[config.mk]
export PLATFORM = sky130hd
export DESIGN_NAME = rxdfw_top
export DESIGN_NICKNAME = d
export VERILOG_FILES = /design/src/hdl/rxdfw_pkg.sv /design/src/hdl/rxdfw_len_if.sv /design/src/hdl/rxdfw_budget.sv /design/src/hdl/rxdfw_top.sv
export SDC_FILE = /design/constraint.sdc
export NUM_CORES = 1
export LEC_CHECK = 0
export CAP_MARGIN = 20
export CORE_MARGIN = 4
export CORE_UTILIZATION = 39
export CTS_BUF_LIST = sky130_fd_sc_hd__clkbuf_2 sky130_fd_sc_hd__clkbuf_4 sky130_fd_sc_hd__clkbuf_8
export CTS_CLUSTER_SIZE = 40
export DETAILED_ROUTE_END_ITERATION = 7
export DONT_BUFFER_PORTS = 1
export GPL_TIMING_DRIVEN = 0
export REMOVE_ABC_BUFFERS = 1
export SKIP_CTS_REPAIR_TIMING = 1
export SYNTH_ARGS = -nofsm -noshare
export SYNTH_HDL_FRONTEND = slang
export SYNTH_SLANG_ARGS = --single-unit
[constraint.sdc]
create_clock -name ref_clk -period 6.02 [get_ports ref_clk]
set_clock_uncertainty 0.2 [all_clocks]
set_input_delay 0.602 -clock ref_clk [delete_from_list [all_inputs] [get_ports ref_clk]]
set_output_delay 0.602 -clock ref_clk [all_outputs]
set_load 0.05 [all_outputs]
[src/hdl/rxdfw_pkg.sv]
/*
 Constants for the receive descriptor flags-and-length word block.
 Assumes 32-bit descriptor words and byte addressing of main memory.
*/
package rxdfw_pkg;
    localparam int unsigned FIRST_BIT = 31;
    localparam int unsigned LAST_BIT = 30;
    localparam int unsigned OWN_BIT = 29;
    localparam int unsigned QEND_BIT = 28;
    localparam int unsigned ZLEN_BIT = 23;
    localparam int unsigned LEN_MSB = 15;
    localparam logic [31:0] WORD_VALID_MASK = 32'hF080FFFF;
    localparam logic [31:0] NULL_PTR = 32'h00000000;
    localparam logic [31:0] DESC_BYTES = 32'h00000010;
    localparam logic [31:0] WORD_BYTES = 32'h00000004;
    localparam logic [1:0] W_NEXT = 2'h0;
    localparam logic [1:0] W_FLAGS = 2'h3;
    localparam logic [15:0] LEN_ZERO = 16'h0000;
    localparam logic [16:0] LEN_ZERO_W = 17'h00000;
    typedef enum logic [1:0] {
        RXDFW_SPAN_ONE,
        RXDFW_SPAN_FIRST,
        RXDFW_SPAN_LAST,
        RXDFW_SPAN_MID
    } rxdfw_span_t;
endpackage

[src/hdl/rxdfw_len_if.sv]
/*
 Interface carrying the packet length budget between the main block and its
 byte-limit counter. Assumes a single clock domain.
*/
`timescale 1ns/1ps
interface rxdfw_len_if;
    logic load;
    logic [15:0] load_len;
    logic take;
    logic [15:0] take_len;
    logic [15:0] granted;
    logic [15:0] remaining;
    modport owner (output load, output load_len, output take, output take_len,
        input granted, input remaining);
    modport counter (input load, input load_len, input take, input take_len,
        output granted, output remaining);
endinterface

[src/hdl/rxdfw_budget.sv]
/*
 Packet length budget: loaded from the packet length on a first buffer,
 clips each buffer's byte count so the packet never exceeds that length.
 Assumes one clock, asynchronous active-high reset.
*/
`timescale 1ns/1ps
module rxdfw_budget (
    input wire logic ref_clk,
    input wire logic reset,
    rxdfw_len_if.counter len
);
    import rxdfw_pkg::*;
    logic [15:0] remaining_q;

    always_comb begin
        len.granted = (len.take_len > remaining_q) ? remaining_q : len.take_len;
    end
    assign len.remaining = remaining_q;

    always_ff @(posedge ref_clk or posedge reset) begin
        if (reset) begin
            remaining_q <= LEN_ZERO;
        end else if (len.load) begin
            remaining_q <= len.load_len;
        end else if (len.take) begin
            remaining_q <= remaining_q - len.granted;
        end
    end
endmodule

[src/hdl/rxdfw_top.sv]
/*
 Receive descriptor flags-and-length word interpreter. Takes fetched
 descriptor words, decides packet delimiting, zero-length handling, data
 truncation and queue walk, and builds the written-back flags word.
 Assumes the fetch engine presents one descriptor word per fetch strobe with
 its word index, and that data movement is reported per buffer.
*/
`timescale 1ns/1ps
// What this block does
// - Bit 31 set marks the buffer as the first of a packet.
// - Bit 30 set marks the buffer as the last of a packet.
// - Bit 29 on a first buffer gives ownership to the engine, cleared when done.
// - Bit 28 is set on the last buffer of the last packet in the queue.
// - Bit 23 set means no data is moved and a zero-byte packet is sent.
// - Bits 15:0 hold the packet length, honoured only on a first buffer.
// - Data beyond the packet length is dropped.
// - First and last flags together tell the packet span class.
// - A zero next pointer ends the queue and stops the chain walk.
// - A descriptor is four 32-bit words; only the next pointer and flags words are used, and only the flags word is written back.
module rxdfw_top (
    input wire logic ref_clk,
    input wire logic reset,
    input wire logic word_valid,
    input wire logic [1:0] word_index,
    input wire logic [31:0] word_data,
    input wire logic [31:0] desc_addr,
    input wire logic buf_done,
    input wire logic [15:0] buf_bytes,
    input wire logic pkt_done,
    output logic desc_ready,
    output logic addr_aligned,
    output logic pkt_first,
    output logic pkt_last,
    output logic engine_owned,
    output logic zero_len,
    output rxdfw_pkg::rxdfw_span_t span,
    output logic [15:0] move_bytes,
    output logic [15:0] pkt_remaining,
    output logic queue_end,
    output logic [31:0] next_addr,
    output logic [31:0] wb_word,
    output logic wb_valid,
    output logic stalled
);
    import rxdfw_pkg::*;

    // Budget in its own module so the clip stays one comparator and one subtract
    rxdfw_len_if len ();
    rxdfw_budget u_budget (
        .ref_clk(ref_clk),
        .reset(reset),
        .len(len)
    );

    logic [31:0] next_ptr_q;
    logic [31:0] flags_q;
    logic [31:0] first_word_q;
    logic [1:0] seen_q;
    logic ready_q;
    logic [15:0] move_q;
    logic [31:0] wb_q;
    logic wb_valid_q;
    logic stalled_q;
    logic [31:0] flags_clean;
    logic is_first;
    logic is_last;
    logic is_zero;
    logic [31:0] wb_d;

    // Reserved fields dropped on capture
    assign flags_clean = word_data & WORD_VALID_MASK;
    assign is_first = flags_q[FIRST_BIT];
    assign is_last = flags_q[LAST_BIT];
    assign is_zero = flags_q[ZLEN_BIT];

    // Next pointer and flags words tracked: both needed
    // A word fetched in the finishing cycle already belongs to the next descriptor,
    // so the fetch wins over the clear by pkt_done
    always_ff @(posedge ref_clk or posedge reset) begin
        if (reset) begin
            seen_q <= 2'h0;
        end else if (pkt_done) begin
            seen_q[0] <= word_valid && word_index == W_NEXT;
            seen_q[1] <= word_valid && word_index == W_FLAGS;
        end else if (word_valid) begin
            if (word_index == W_NEXT) begin
                seen_q[0] <= 1'b1;
            end
            if (word_index == W_FLAGS) begin
                seen_q[1] <= 1'b1;
            end
        end
    end

    // Ready one cycle after the later of the two words; one word alone never suffices
    always_ff @(posedge ref_clk or posedge reset) begin
        if (reset) begin
            ready_q <= 1'b0;
        end else if (pkt_done) begin
            ready_q <= 1'b0;
        end else if (word_valid) begin
            ready_q <= (seen_q[0] || word_index == W_NEXT)
                && (seen_q[1] || word_index == W_FLAGS);
        end
    end

    always_ff @(posedge ref_clk or posedge reset) begin
        if (reset) begin
            next_ptr_q <= NULL_PTR;
        end else if (word_valid && word_index == W_NEXT) begin
            next_ptr_q <= word_data;
        end
    end

    always_ff @(posedge ref_clk or posedge reset) begin
        if (reset) begin
            flags_q <= NULL_PTR;
        end else if (word_valid && word_index == W_FLAGS) begin
            flags_q <= flags_clean;
        end
    end

    // Packet length and ownership kept from the first buffer only
    always_ff @(posedge ref_clk or posedge reset) begin
        if (reset) begin
            first_word_q <= NULL_PTR;
        end else if (word_valid && word_index == W_FLAGS && flags_clean[FIRST_BIT]) begin
            first_word_q <= flags_clean;
        end
    end

    assign len.load = word_valid && word_index == W_FLAGS && flags_clean[FIRST_BIT];
    assign len.load_len = flags_clean[LEN_MSB:0];
    // Zero-length buffers never draw on the budget
    assign len.take = buf_done && !is_zero;
    assign len.take_len = buf_bytes;

    always_ff @(posedge ref_clk or posedge reset) begin
        if (reset) begin
            move_q <= LEN_ZERO;
        end else if (buf_done) begin
            // A zero-length buffer still completes; it just moves nothing
            move_q <= is_zero ? LEN_ZERO : len.granted;
        end
    end

    // Budget exhausted before the last buffer
    // Reported only: later buffers of the packet move nothing, which is legal truncation
    always_ff @(posedge ref_clk or posedge reset) begin
        if (reset) begin
            stalled_q <= 1'b0;
        end else if (len.load) begin
            stalled_q <= 1'b0;
        end else if (buf_done && !is_zero && !is_last) begin
            stalled_q <= ({1'b0, len.remaining} - {1'b0, len.granted}) == LEN_ZERO_W;
        end
    end

    // Write-back: owner cleared on first, queue end on last with null next
    // Software's own bit 28 is never echoed: only the engine may claim queue end
    always_comb begin
        wb_d = flags_q;
        if (is_first) begin
            wb_d[OWN_BIT] = 1'b0;
        end
        wb_d[QEND_BIT] = is_last && (next_ptr_q == NULL_PTR);
    end

    always_ff @(posedge ref_clk or posedge reset) begin
        if (reset) begin
            wb_q <= NULL_PTR;
        end else if (pkt_done && ready_q) begin
            wb_q <= wb_d;
        end
    end

    // Write-back strobe only for a complete descriptor
    always_ff @(posedge ref_clk or posedge reset) begin
        if (reset) begin
            wb_valid_q <= 1'b0;
        end else begin
            wb_valid_q <= pkt_done && ready_q;
        end
    end

    always_comb begin
        case ({is_first, is_last})
            2'b11: span = RXDFW_SPAN_ONE;
            2'b10: span = RXDFW_SPAN_FIRST;
            2'b01: span = RXDFW_SPAN_LAST;
            2'b00: span = RXDFW_SPAN_MID;
            default: span = RXDFW_SPAN_MID;
        endcase
    end

    assign desc_ready = ready_q;
    // Alignment reported, not enforced: the fetch engine owns the response
    assign addr_aligned = (desc_addr & (WORD_BYTES - 32'h00000001)) == NULL_PTR;

    // Flag views of the captured word
    assign pkt_first = is_first;
    assign pkt_last = is_last;
    assign engine_owned = first_word_q[OWN_BIT];
    assign zero_len = is_zero;

    // Byte accounting
    assign move_bytes = move_q;
    assign pkt_remaining = len.remaining;

    // Queue walk
    assign queue_end = ready_q && next_ptr_q == NULL_PTR;
    // Walk stops at a null pointer, else the next descriptor address
    assign next_addr = (next_ptr_q == NULL_PTR) ? NULL_PTR : next_ptr_q;

    // Write-back and status
    assign wb_word = wb_q;
    assign wb_valid = wb_valid_q;
    assign stalled = stalled_q;
endmodule

## Word-level counts from Yosys, hierarchy flattened

Index checks and enable logic that the tools add are counted.

- Register bits: 130
- Bits of input ports: 87
- Output and inout port bits: 107
- Logic and storage cells: 58

- $add $sub $neg: 2
- $lt $le $gt $ge: 1
- Eq/ne operators: 4
- Multiplexer cells: 15
- Reduce and logical (&&, ||, !) cells: 25

Operators with widths:

| operator | number |
|---|---|
| $logic_not A32 Y1 | 2 |
| $mux W16 | 4 |
| $mux W32 | 1 |
| $logic_not A17 Y1 | 1 |
| $sub A16 B16 Y17 | 1 |
| $gt A16 B16 Y1 | 1 |
| $sub A16 B16 Y16 | 1 |
| $reduce_bool A2 Y1 | 5 |
| $logic_and A1 B1 Y1 | 9 |
| $pmux W2 S4 | 1 |
| $mux W1 | 7 |
| $eq A2 B2 Y1 const B | 3 |
| $logic_not A2 Y1 | 2 |
| $mux W2 | 2 |
| $reduce_and A2 Y1 | 2 |
| $eq A2 B1 Y1 const B | 1 |
| $logic_not A1 Y1 | 2 |
| $logic_or A1 B1 Y1 | 2 |

## Longest topological paths before layout

Gate-level depths: netlist of the first run.

- Depth after elaboration: 6
- Gate-level depth with buffers: 20
- Mapped depth without buffers: 19

## Cells and area by module

From an unflattened synthesis of the first run, not the netlist that was laid out.

- Cells, all modules: 696
- Area total of the unflattened synthesis: 6830.3 sq um

By module, submodules not included:

| module | times used | cells each | area each (sq um) | sequential area each (sq um) |
|---|---|---|---|---|
| rxdfw_top | 1 | 439 | 4740.8 | 2377.3 |
| rxdfw_budget | 1 | 257 | 2089.5 | 400.4 |

## Worst setup path after synthesis of the first run

No wires, ideal clock.

- Kind: reg-to-reg
- From: register u_budget.remaining_q[1] (netlist: u_budget.len.remaining[1])
- To: register stalled_q (netlist: stalled)
- Data arrival time: 4.166 ns
- Data required time: 5.743 ns
- Path slack: 1.577 ns
- Cell stages (with the launch flop): 19
- Buffers on the path: 0
- Clock period less this slack: 4.443 ns
- Cell sequence: dfrtp_1 > inv_1 > ha_1 > nor2b_1 > o21a_1 > o21ai_0 > nand2b_1 > a21oi_1 > a31oi_4 > mux2i_1 > ha_1 > fa_1 > xor2_1 > o2111ai_1 > or4_1 > or4_1 > nor4b_2 > nand3_1 > o21ai_1

- Cells in the longest elaborated chain, start to end: 6

RTL lines:

| element | RTL line | RTL |
|---|---|---|
| start: declaration | rxdfw_budget.sv:13 | `logic [15:0] remaining_q;` |
| start signal: assignment | rxdfw_budget.sv:24 | `remaining_q <= len.load_len;` |
| start signal: assignment | rxdfw_budget.sv:26 | `remaining_q <= remaining_q - len.granted;` |
| $gt A16 B16 Y1 | rxdfw_budget.sv:16 | `len.granted = (len.take_len > remaining_q) ? remaining_q : len.take_len;` |
| $mux W16 | rxdfw_budget.sv:16 |  |
| $sub A16 B16 Y17 (*) | rxdfw_top.sv:155 | `stalled_q <= ({1'b0, len.remaining} - {1'b0, len.granted}) == LEN_ZERO_W;` |
| $logic_not A17 Y1 (*) | rxdfw_top.sv:155 |  |
| $mux W1 (*) | rxdfw_top.sv:154 | `end else if (buf_done && !is_zero && !is_last) begin` |
| $mux W1 (*) | rxdfw_top.sv:152 | `end else if (len.load) begin` |
| end signal: assignment | rxdfw_top.sv:151 | `stalled_q <= 1'b0;` |
| end signal: assignment | rxdfw_top.sv:153 | `stalled_q <= 1'b0;` |
| end signal: assignment | rxdfw_top.sv:155 |  |
| end: declaration | rxdfw_top.sv:63 | `logic stalled_q;` |

Mark *: on every way between the ends. The rest lies on a longest branch, timed or not. The select of a mux whose other input is x is not followed.
A chain may end at the register's enable or synchronous reset.

## Worst setup path in the final report of the first run

Ends and elaborated chain as after synthesis.

==> results of run 1 <==
kinds of logic after synthesis:
family | share of synthesized area (%)
AOI/OAI and AO/OA | 12.8
xor gates and xnor gates | 1.03
adders and majority gates | 7.05
buffers and inverters | 6.68
DFF | 46.6
muxes | 16.4
other | 0.0629
and+or+nand+nor | 9.41
synthesized netlist by cell type, types with 7 or more instances:
cell	instances	area share, %
o21ai_0	21	1.8
o2bb2ai_1	15	2.2
mux2i_1	21	3.5
a21oi_1	24	2.0
o21a_1	9	1.1
ha_1	32	6.7
nand2_1	38	2.4
mux2_2	68	13
o21ai_1	7	0.59
clkbuf_1	48	3.0
nor4_1	8	0.84
nor2_1	27	1.7
nand4_1	9	0.94
buf_4	12	1.5
dfrtp_1	111	47
inv_1	30	1.9
routing by layer:
layer | GRT usage, % | share of wire [%] | vias to the layer above
li1 | - | - | 1865
met1 | 20.5 | 41 | 1994
met2 | 28.1 | 48 | 153
met3 | 7.26 | 9.5 | 20
met4 | 5.89 | 1.9 | 0
met5 | 0 | 0 | -
through the flow:
stage	setup slack (ns)	total power, mW	cell area [um^2]	hold slack (ns)	cells
after global routing	0.390	4.28	6270	0.0374	710
after global placement	0.812	3.44	5950	0.284	689
after floorplan	1.42	3.11	5720	0.271	505
final	0.792	3.98	6270	0.0793	710
after detailed placement	0.764	3.51	6050	0.293	694
after CTS	0.758	4.01	6260	-0.0922	709
worst max-delay path, stage by stage, from the launching register on:
cell      delay, ns
dfrtp_1        0.74
inv_1          0.18
ha_1           0.33
nor2b_1        0.13
o21a_1         0.12
o21ai_0        0.07
nand2b_1       0.09
a21oi_1        0.10
a31oi_4        0.64
mux2i_1        0.37
inv_1          0.10
fa_1           0.43
nor2b_1        0.19
o31a_1         0.21
o21ai_2        0.12
o311ai_1       0.48
nand3_1        0.20
a211oi_2       0.25
nand3_1        0.11
o21ai_1        0.09
power by group through the flow:
stage / Clock [mW] / Sequential, mW / Combinational, mW
after floorplan: 0 / 1.77 / 1.34
after global placement: 0 / 1.85 / 1.59
after detailed placement: 0 / 1.86 / 1.65
after CTS: 0.501 / 1.84 / 1.66
after global routing: 0.537 / 1.87 / 1.87
final: 0.481 / 1.84 / 1.66
worst max path at each step:
stage                                                 startpoint                  end  slack (ns)
after floorplan            u_budget.len.remaining[1]$_DFFE_PP0P_  stalled$_DFFE_PP0P_        1.42
after global placement    u_budget.len.remaining[15]$_DFFE_PP0P_  stalled$_DFFE_PP0P_        0.81
after detailed placement   u_budget.len.remaining[1]$_DFFE_PP0P_  stalled$_DFFE_PP0P_        0.76
after CTS                  u_budget.len.remaining[1]$_DFFE_PP0P_  stalled$_DFFE_PP0P_        0.76
after global routing       u_budget.len.remaining[1]$_DFFE_PP0P_  stalled$_DFFE_PP0P_        0.39
final                      u_budget.len.remaining[1]$_DFFE_PP0P_  stalled$_DFFE_PP0P_        0.79
placed cells by master (no fill, tap or decap), types with 4 or more instances in the layout:
cell type | netlist | layout
mux2_2 | 68 | 68
dfrtp_1 | 111 | 111
nand2_1 | 38 | 38
o2bb2ai_1 | 15 | 15
nand2b_1 | 4 | 4
o21ai_1 | 7 | 7
inv_1 | 30 | 29
nor4_1 | 8 | 8
clkbuf_8 | 0 | 12
nor2b_1 | 5 | 5
nand3_1 | 5 | 5
o21ai_0 | 21 | 21
ha_1 | 32 | 32
a21o_1 | 6 | 6
nand4_1 | 9 | 9
xor2_1 | 4 | 4
a31oi_1 | 5 | 5
conb_1 | 1 | 11
mux2i_1 | 21 | 21
o21a_1 | 9 | 9
a21oi_1 | 24 | 24
nor2_1 | 27 | 26
layout make-up:
type	instances	area (um^2)
multi-input cells	363	2830
clock buffers	13	173
fillers	1416	8480
clock inverters	2	38.8
flip-flops and latches	111	2780
repair buffers	6	110
well taps	184	230
inverters	31	119
flip-flops by register name (all words and copies together), names as in the netlist:
register / flops
flags_q: 20
seen_q: 2
next_ptr_q: 32
move_bytes: 16
first_word_q: 1
stalled: 1
wb_valid: 1
wb_word: 21
u_budget.len.remaining: 16
desc_ready: 1
==> out/results.ini, run 1 <==
[worst_setup_path]
worstSetupEndpointType = flip-flop
cp.required_ns = 6.13
path_max_fanout = 16
start_kind = flip-flop
arrival_ns = 5.34
reg2regPathDepth = 19
r2r_slack_ns = 0.79
r2r_end = stalled$_DFFE_PP0P_
r2r_start = u_budget.len.remaining[1]$_DFFE_PP0P_
worstSetupPathType = reg -> reg

[floorplan]
die-area_um2 = 17300
start_util_pct = 40.4
die_w_um = 132
ios = 194
design.core.area_um2 = 14800
die_y_um = 132
rows = 44

[timing]
fin_crit_sh_pct = 86.8
rsz0062_at_grt = false
period_needed_ns = 5.23
setup_viol = 0
finalSetupTns_ns = 0
hold_viol_final = 0
slew_headroom_pct = 40.9
worstMarginPinSlew_ns = 0.883
fmax_mhz = 191
final_max_slew_viol_count = 0

[clock_network]
insertion_delay_ns = 0.38
clk_path_buf_depth = 2
cts_root_buf = clkbuf_8
clkTransAtPathRegs_ns = 0.10
tritoncts = yes
cts.sinks = 111
htreeDepth = 3
numCtsBuffers = 9

[route]
drc = 0
drt-pass1-iter-count = 4
viasPerCell = 5.68
vias = 4032
dr.first_iter.drc_count = 230
wl_per_cell_um = 20.8
drt-total-wl_um = 14700
ant_nets = 0

[synth]
synth-async-reset-ratio_pct = 100
synth_edf_count = 0
synth_ff_type = dfrtp_1
synth-seq-cells = 111
post_synth_num_cell_types = 56
seq_area_frac_synth_pct = 46.6
syn_inst = 558
ys_warn_count = 0
syn_area_um2 = 5960
avgSynthCellArea_um2 = 10.7

[power_and_ir_drop]
p_int_mw = 1.90
peakVddDrop_v = 0.000197
p_sw_mw = 2.09
comb_power_share_pct = 41.8
power.density_nw_per_um2 = 635
p_sw_share_pct = 52.4
p_leak_nw = 2.78
clkPwrFrac_pct = 12.1
seq_power_share_pct = 46.1

[global_routing]
overflow = 0
antenna_found_initial = 0
grt_pass1_vias = 4291
grt_first_pass_wirelength_um = 23700
grt_max_degree = 74
track_usage_pct = 17.2

[layout]
utilization_pct = 42.5
antenna_cells = 0
drive_gt1_share_pct = 18.6
syn2layout_area_growth_pct = 5.27
nNetsFinal = 642

[place]
gp_congestion = 0.841
portBuffers = 0
hpwl_um = 11300

[flow_run]
drv_cap = 0

[status]
outcome = complete, no violations

[worst_hold_path]
hp-class = in -> reg
holdPathStages = 1
min_to = desc_ready$_DFFE_PP0P_
hp-start = pkt_done

Power figures use the tool's default switching activity.
==> run 2, diff against run 1 <==
- MAX_ROUTING_LAYER: not set -> met4
- RECOVER_POWER: not set -> 50
- REMOVE_ABC_BUFFERS: 1 -> not set
==> run 2 against run 1 <==
Effect of this change:
- the run now ends with max-capacitance violations, max-slew violations left
- sequential share of layout area is 1.4 points lower
- setup slack improved by 0.20 ns
- fmax rose by 3.9%
- design area rose by 3.2%
- via count is 5.3% higher
- sequential power down 8%
- cell count is 8.5% higher
- global-route usage rose by 1.6 points
- die area is the same
- clock-buffer cell count fell by 2
- first-iteration DRC count rose by 20%
- highest routed layer unchanged
==> out/results.ini, run 2 (synthesis gave the netlist of run 1 again) <==
[worst_setup_path]
arrival_ns = 5.14
r2r_start = u_budget.len.remaining[15]$_DFFE_PP0P_
critical_path.max_stage_delay_ns = 0.73
path_max_fanout = 10
crit_chain = inv_1 > ha_1 > and2_1 > nand4_1 > nor2_1 > a21oi_1 > a31oi_4 > buf_4 > mux2i_1 > ha_1 > a2111oi_0 > a21oi_1 > o21ai_2 > xor2_1 > nand4_4 > nor4b_2 > nand3_1 > o21ai_1
cp.required_ns = 6.13
r2r_slack_ns = 0.99
reg2regPathDepth = 18
cp_top_family = compound AO/OA/AOI/OAI gates
r2r_end = stalled$_DFFE_PP0P_
cp_num_buf_inv = 2
start_kind = flip-flop
worstSetupEndpointType = flip-flop
worstSetupPathType = reg -> reg
slowest_stage = dfrtp_1

[route]
viasPerCell = 5.51
ant_nets = 0
drt-total-wl_um = 15600
wl_met2_um = 7430
wl_per_cell_um = 20.3
dr_wl_met3_um = 1330
drt-pass1-iter-count = 4
vias = 4244
highest_layer = met4
dr.first_iter.drc_count = 275
wl_met1_um = 6660
drc = 0

[floorplan]
ios = 194
start_util_pct = 40.4
design.core.area_um2 = 14800
rows = 44
die-area_um2 = 17300
die_y_um = 132
die_w_um = 132

[layout]
utilization_pct = 43.9
drive_gt1_share_pct = 17.9
antenna_cells = 0
mostFrequentLayoutCell = dfrtp_1
fillers = 1433
largest_register_ff_count = 32
nNetsFinal = 701
top_register = next_ptr_q
syn2layout_area_growth_pct = 8.61
most-common-layout-cells = dfrtp_1, mux2_2, clkbuf_1

[timing]
setup_viol = 0
worst_hold_slack_ns = 0.0656
fmax_mhz = 199
period_needed_ns = 5.03
hold_viol_final = 0
worstMarginPinSlew_ns = 2.15
finalSetupTns_ns = 0
rsz0062_at_grt = false
fin_crit_sh_pct = 83.5
final_max_slew_viol_count = 46
slew_headroom_pct = -43.8

[clock_network]
tritoncts = yes
cts_root_buf = clkbuf_8
cts.sinks = 111
clk_path_buf_depth = 2
clkTransAtPathRegs_ns = 0.11
htreeDepth = 3
insertion_delay_ns = 0.38
numCtsBuffers = 9

[power_and_ir_drop]
power.density_nw_per_um2 = 623
p_sw_mw = 2.14
p_sw_share_pct = 52.9
peakVddDrop_v = 0.000191
p_int_mw = 1.90
comb_power_share_pct = 46.1
clkPwrFrac_pct = 12.0
seq_power_share_pct = 41.9
p_leak_nw = 2.86

[place]
gp_congestion = 0.862
hpwl_um = 12300
portBuffers = 0

[global_routing]
overflow = 0
track_usage_pct = 18.8
grt_first_pass_wirelength_um = 25400
antenna_found_initial = 0
grt_max_degree = 67
grt_pass1_vias = 4618

[status]
violations = max-capacitance violations, max-slew violations
outcome = finished, violations left

[worst_hold_path]
min_to = desc_ready$_DFFE_PP0P_
holdPathStages = 1
hp-class = in -> reg
hp-start = pkt_done

[flow_run]
drv_cap = 1

[run 2: worst reg2reg max path, cell delays in order (launching register included)]
cell,delay (ns)
dfrtp_1,0.73
inv_1,0.17
ha_1,0.33
and2_1,0.14
nand4_1,0.17
nor2_1,0.14
a21oi_1,0.10
a31oi_4,0.35
buf_4,0.29
mux2i_1,0.30
ha_1,0.34
a2111oi_0,0.49
a21oi_1,0.12
o21ai_2,0.14
xor2_1,0.35
nand4_4,0.13
nor4b_2,0.28
nand3_1,0.11
o21ai_1,0.08
[run 2: cell type report]
| cell class | count | area, um^2 | area share, % |
|---|---|---|---|
| multi-input cells | 363 | 2820 | 43.6 |
| flip-flops and latches | 111 | 2780 | 42.9 |
| plain buffers | 63 | 282 | 4.35 |
| well taps | 184 | 230 | 3.56 |
| clock buffers | 11 | 145 | 2.24 |
| inverters | 31 | 118 | 1.82 |
| clock inverters | 5 | 61.3 | 0.947 |
| repair buffers | 2 | 37.5 | 0.580 |
[run 2: worst max-delay path by stage]
stage | from | endpoint | cells after the start
after floorplan | u_budget.len.remaining[1]$_DFFE_PP0P_ | stalled$_DFFE_PP0P_ | 18
after global placement | u_budget.len.remaining[1]$_DFFE_PP0P_ | stalled$_DFFE_PP0P_ | 18
after detailed placement | u_budget.len.remaining[1]$_DFFE_PP0P_ | stalled$_DFFE_PP0P_ | 20
after CTS | u_budget.len.remaining[1]$_DFFE_PP0P_ | stalled$_DFFE_PP0P_ | 20
after global routing | u_budget.len.remaining[1]$_DFFE_PP0P_ | stalled$_DFFE_PP0P_ | 20
final | u_budget.len.remaining[15]$_DFFE_PP0P_ | stalled$_DFFE_PP0P_ | 18
[run 2: power groups by stage]
stage | logic (mW) | clock network (mW) | registers, mW
CTS | 1.86 | 0.498 | 1.69
detailed placement | 1.85 | 0 | 1.71
global route | 2.08 | 0.530 | 1.73
finish | 1.86 | 0.482 | 1.69
global placement | 1.79 | 0 | 1.70
floorplan | 1.53 | 0 | 1.62
[run 2: per-stage QoR]
stage                     std cells  worst slack (ns)  cell area, um^2  power [mW]
after global routing            770             0.583             6470        4.33
after detailed placement        753              1.06             6260        3.56
after floorplan                 568              1.58             6000        3.15
after CTS                       769              1.02             6460        4.05
after global placement          752              1.09             6230        3.49
final                           770             0.990             6470        4.03
[run 2: metal layers]
| layer | vias to the layer above | global-route usage, % |
|---|---|---|
| met1 | 2087 | 23.0 |
| li1 | 1985 | - |
| met5 | - | - |
| met4 | 0 | 4.38 |
| met3 | 18 | 6.50 |
| met2 | 154 | 30.3 |
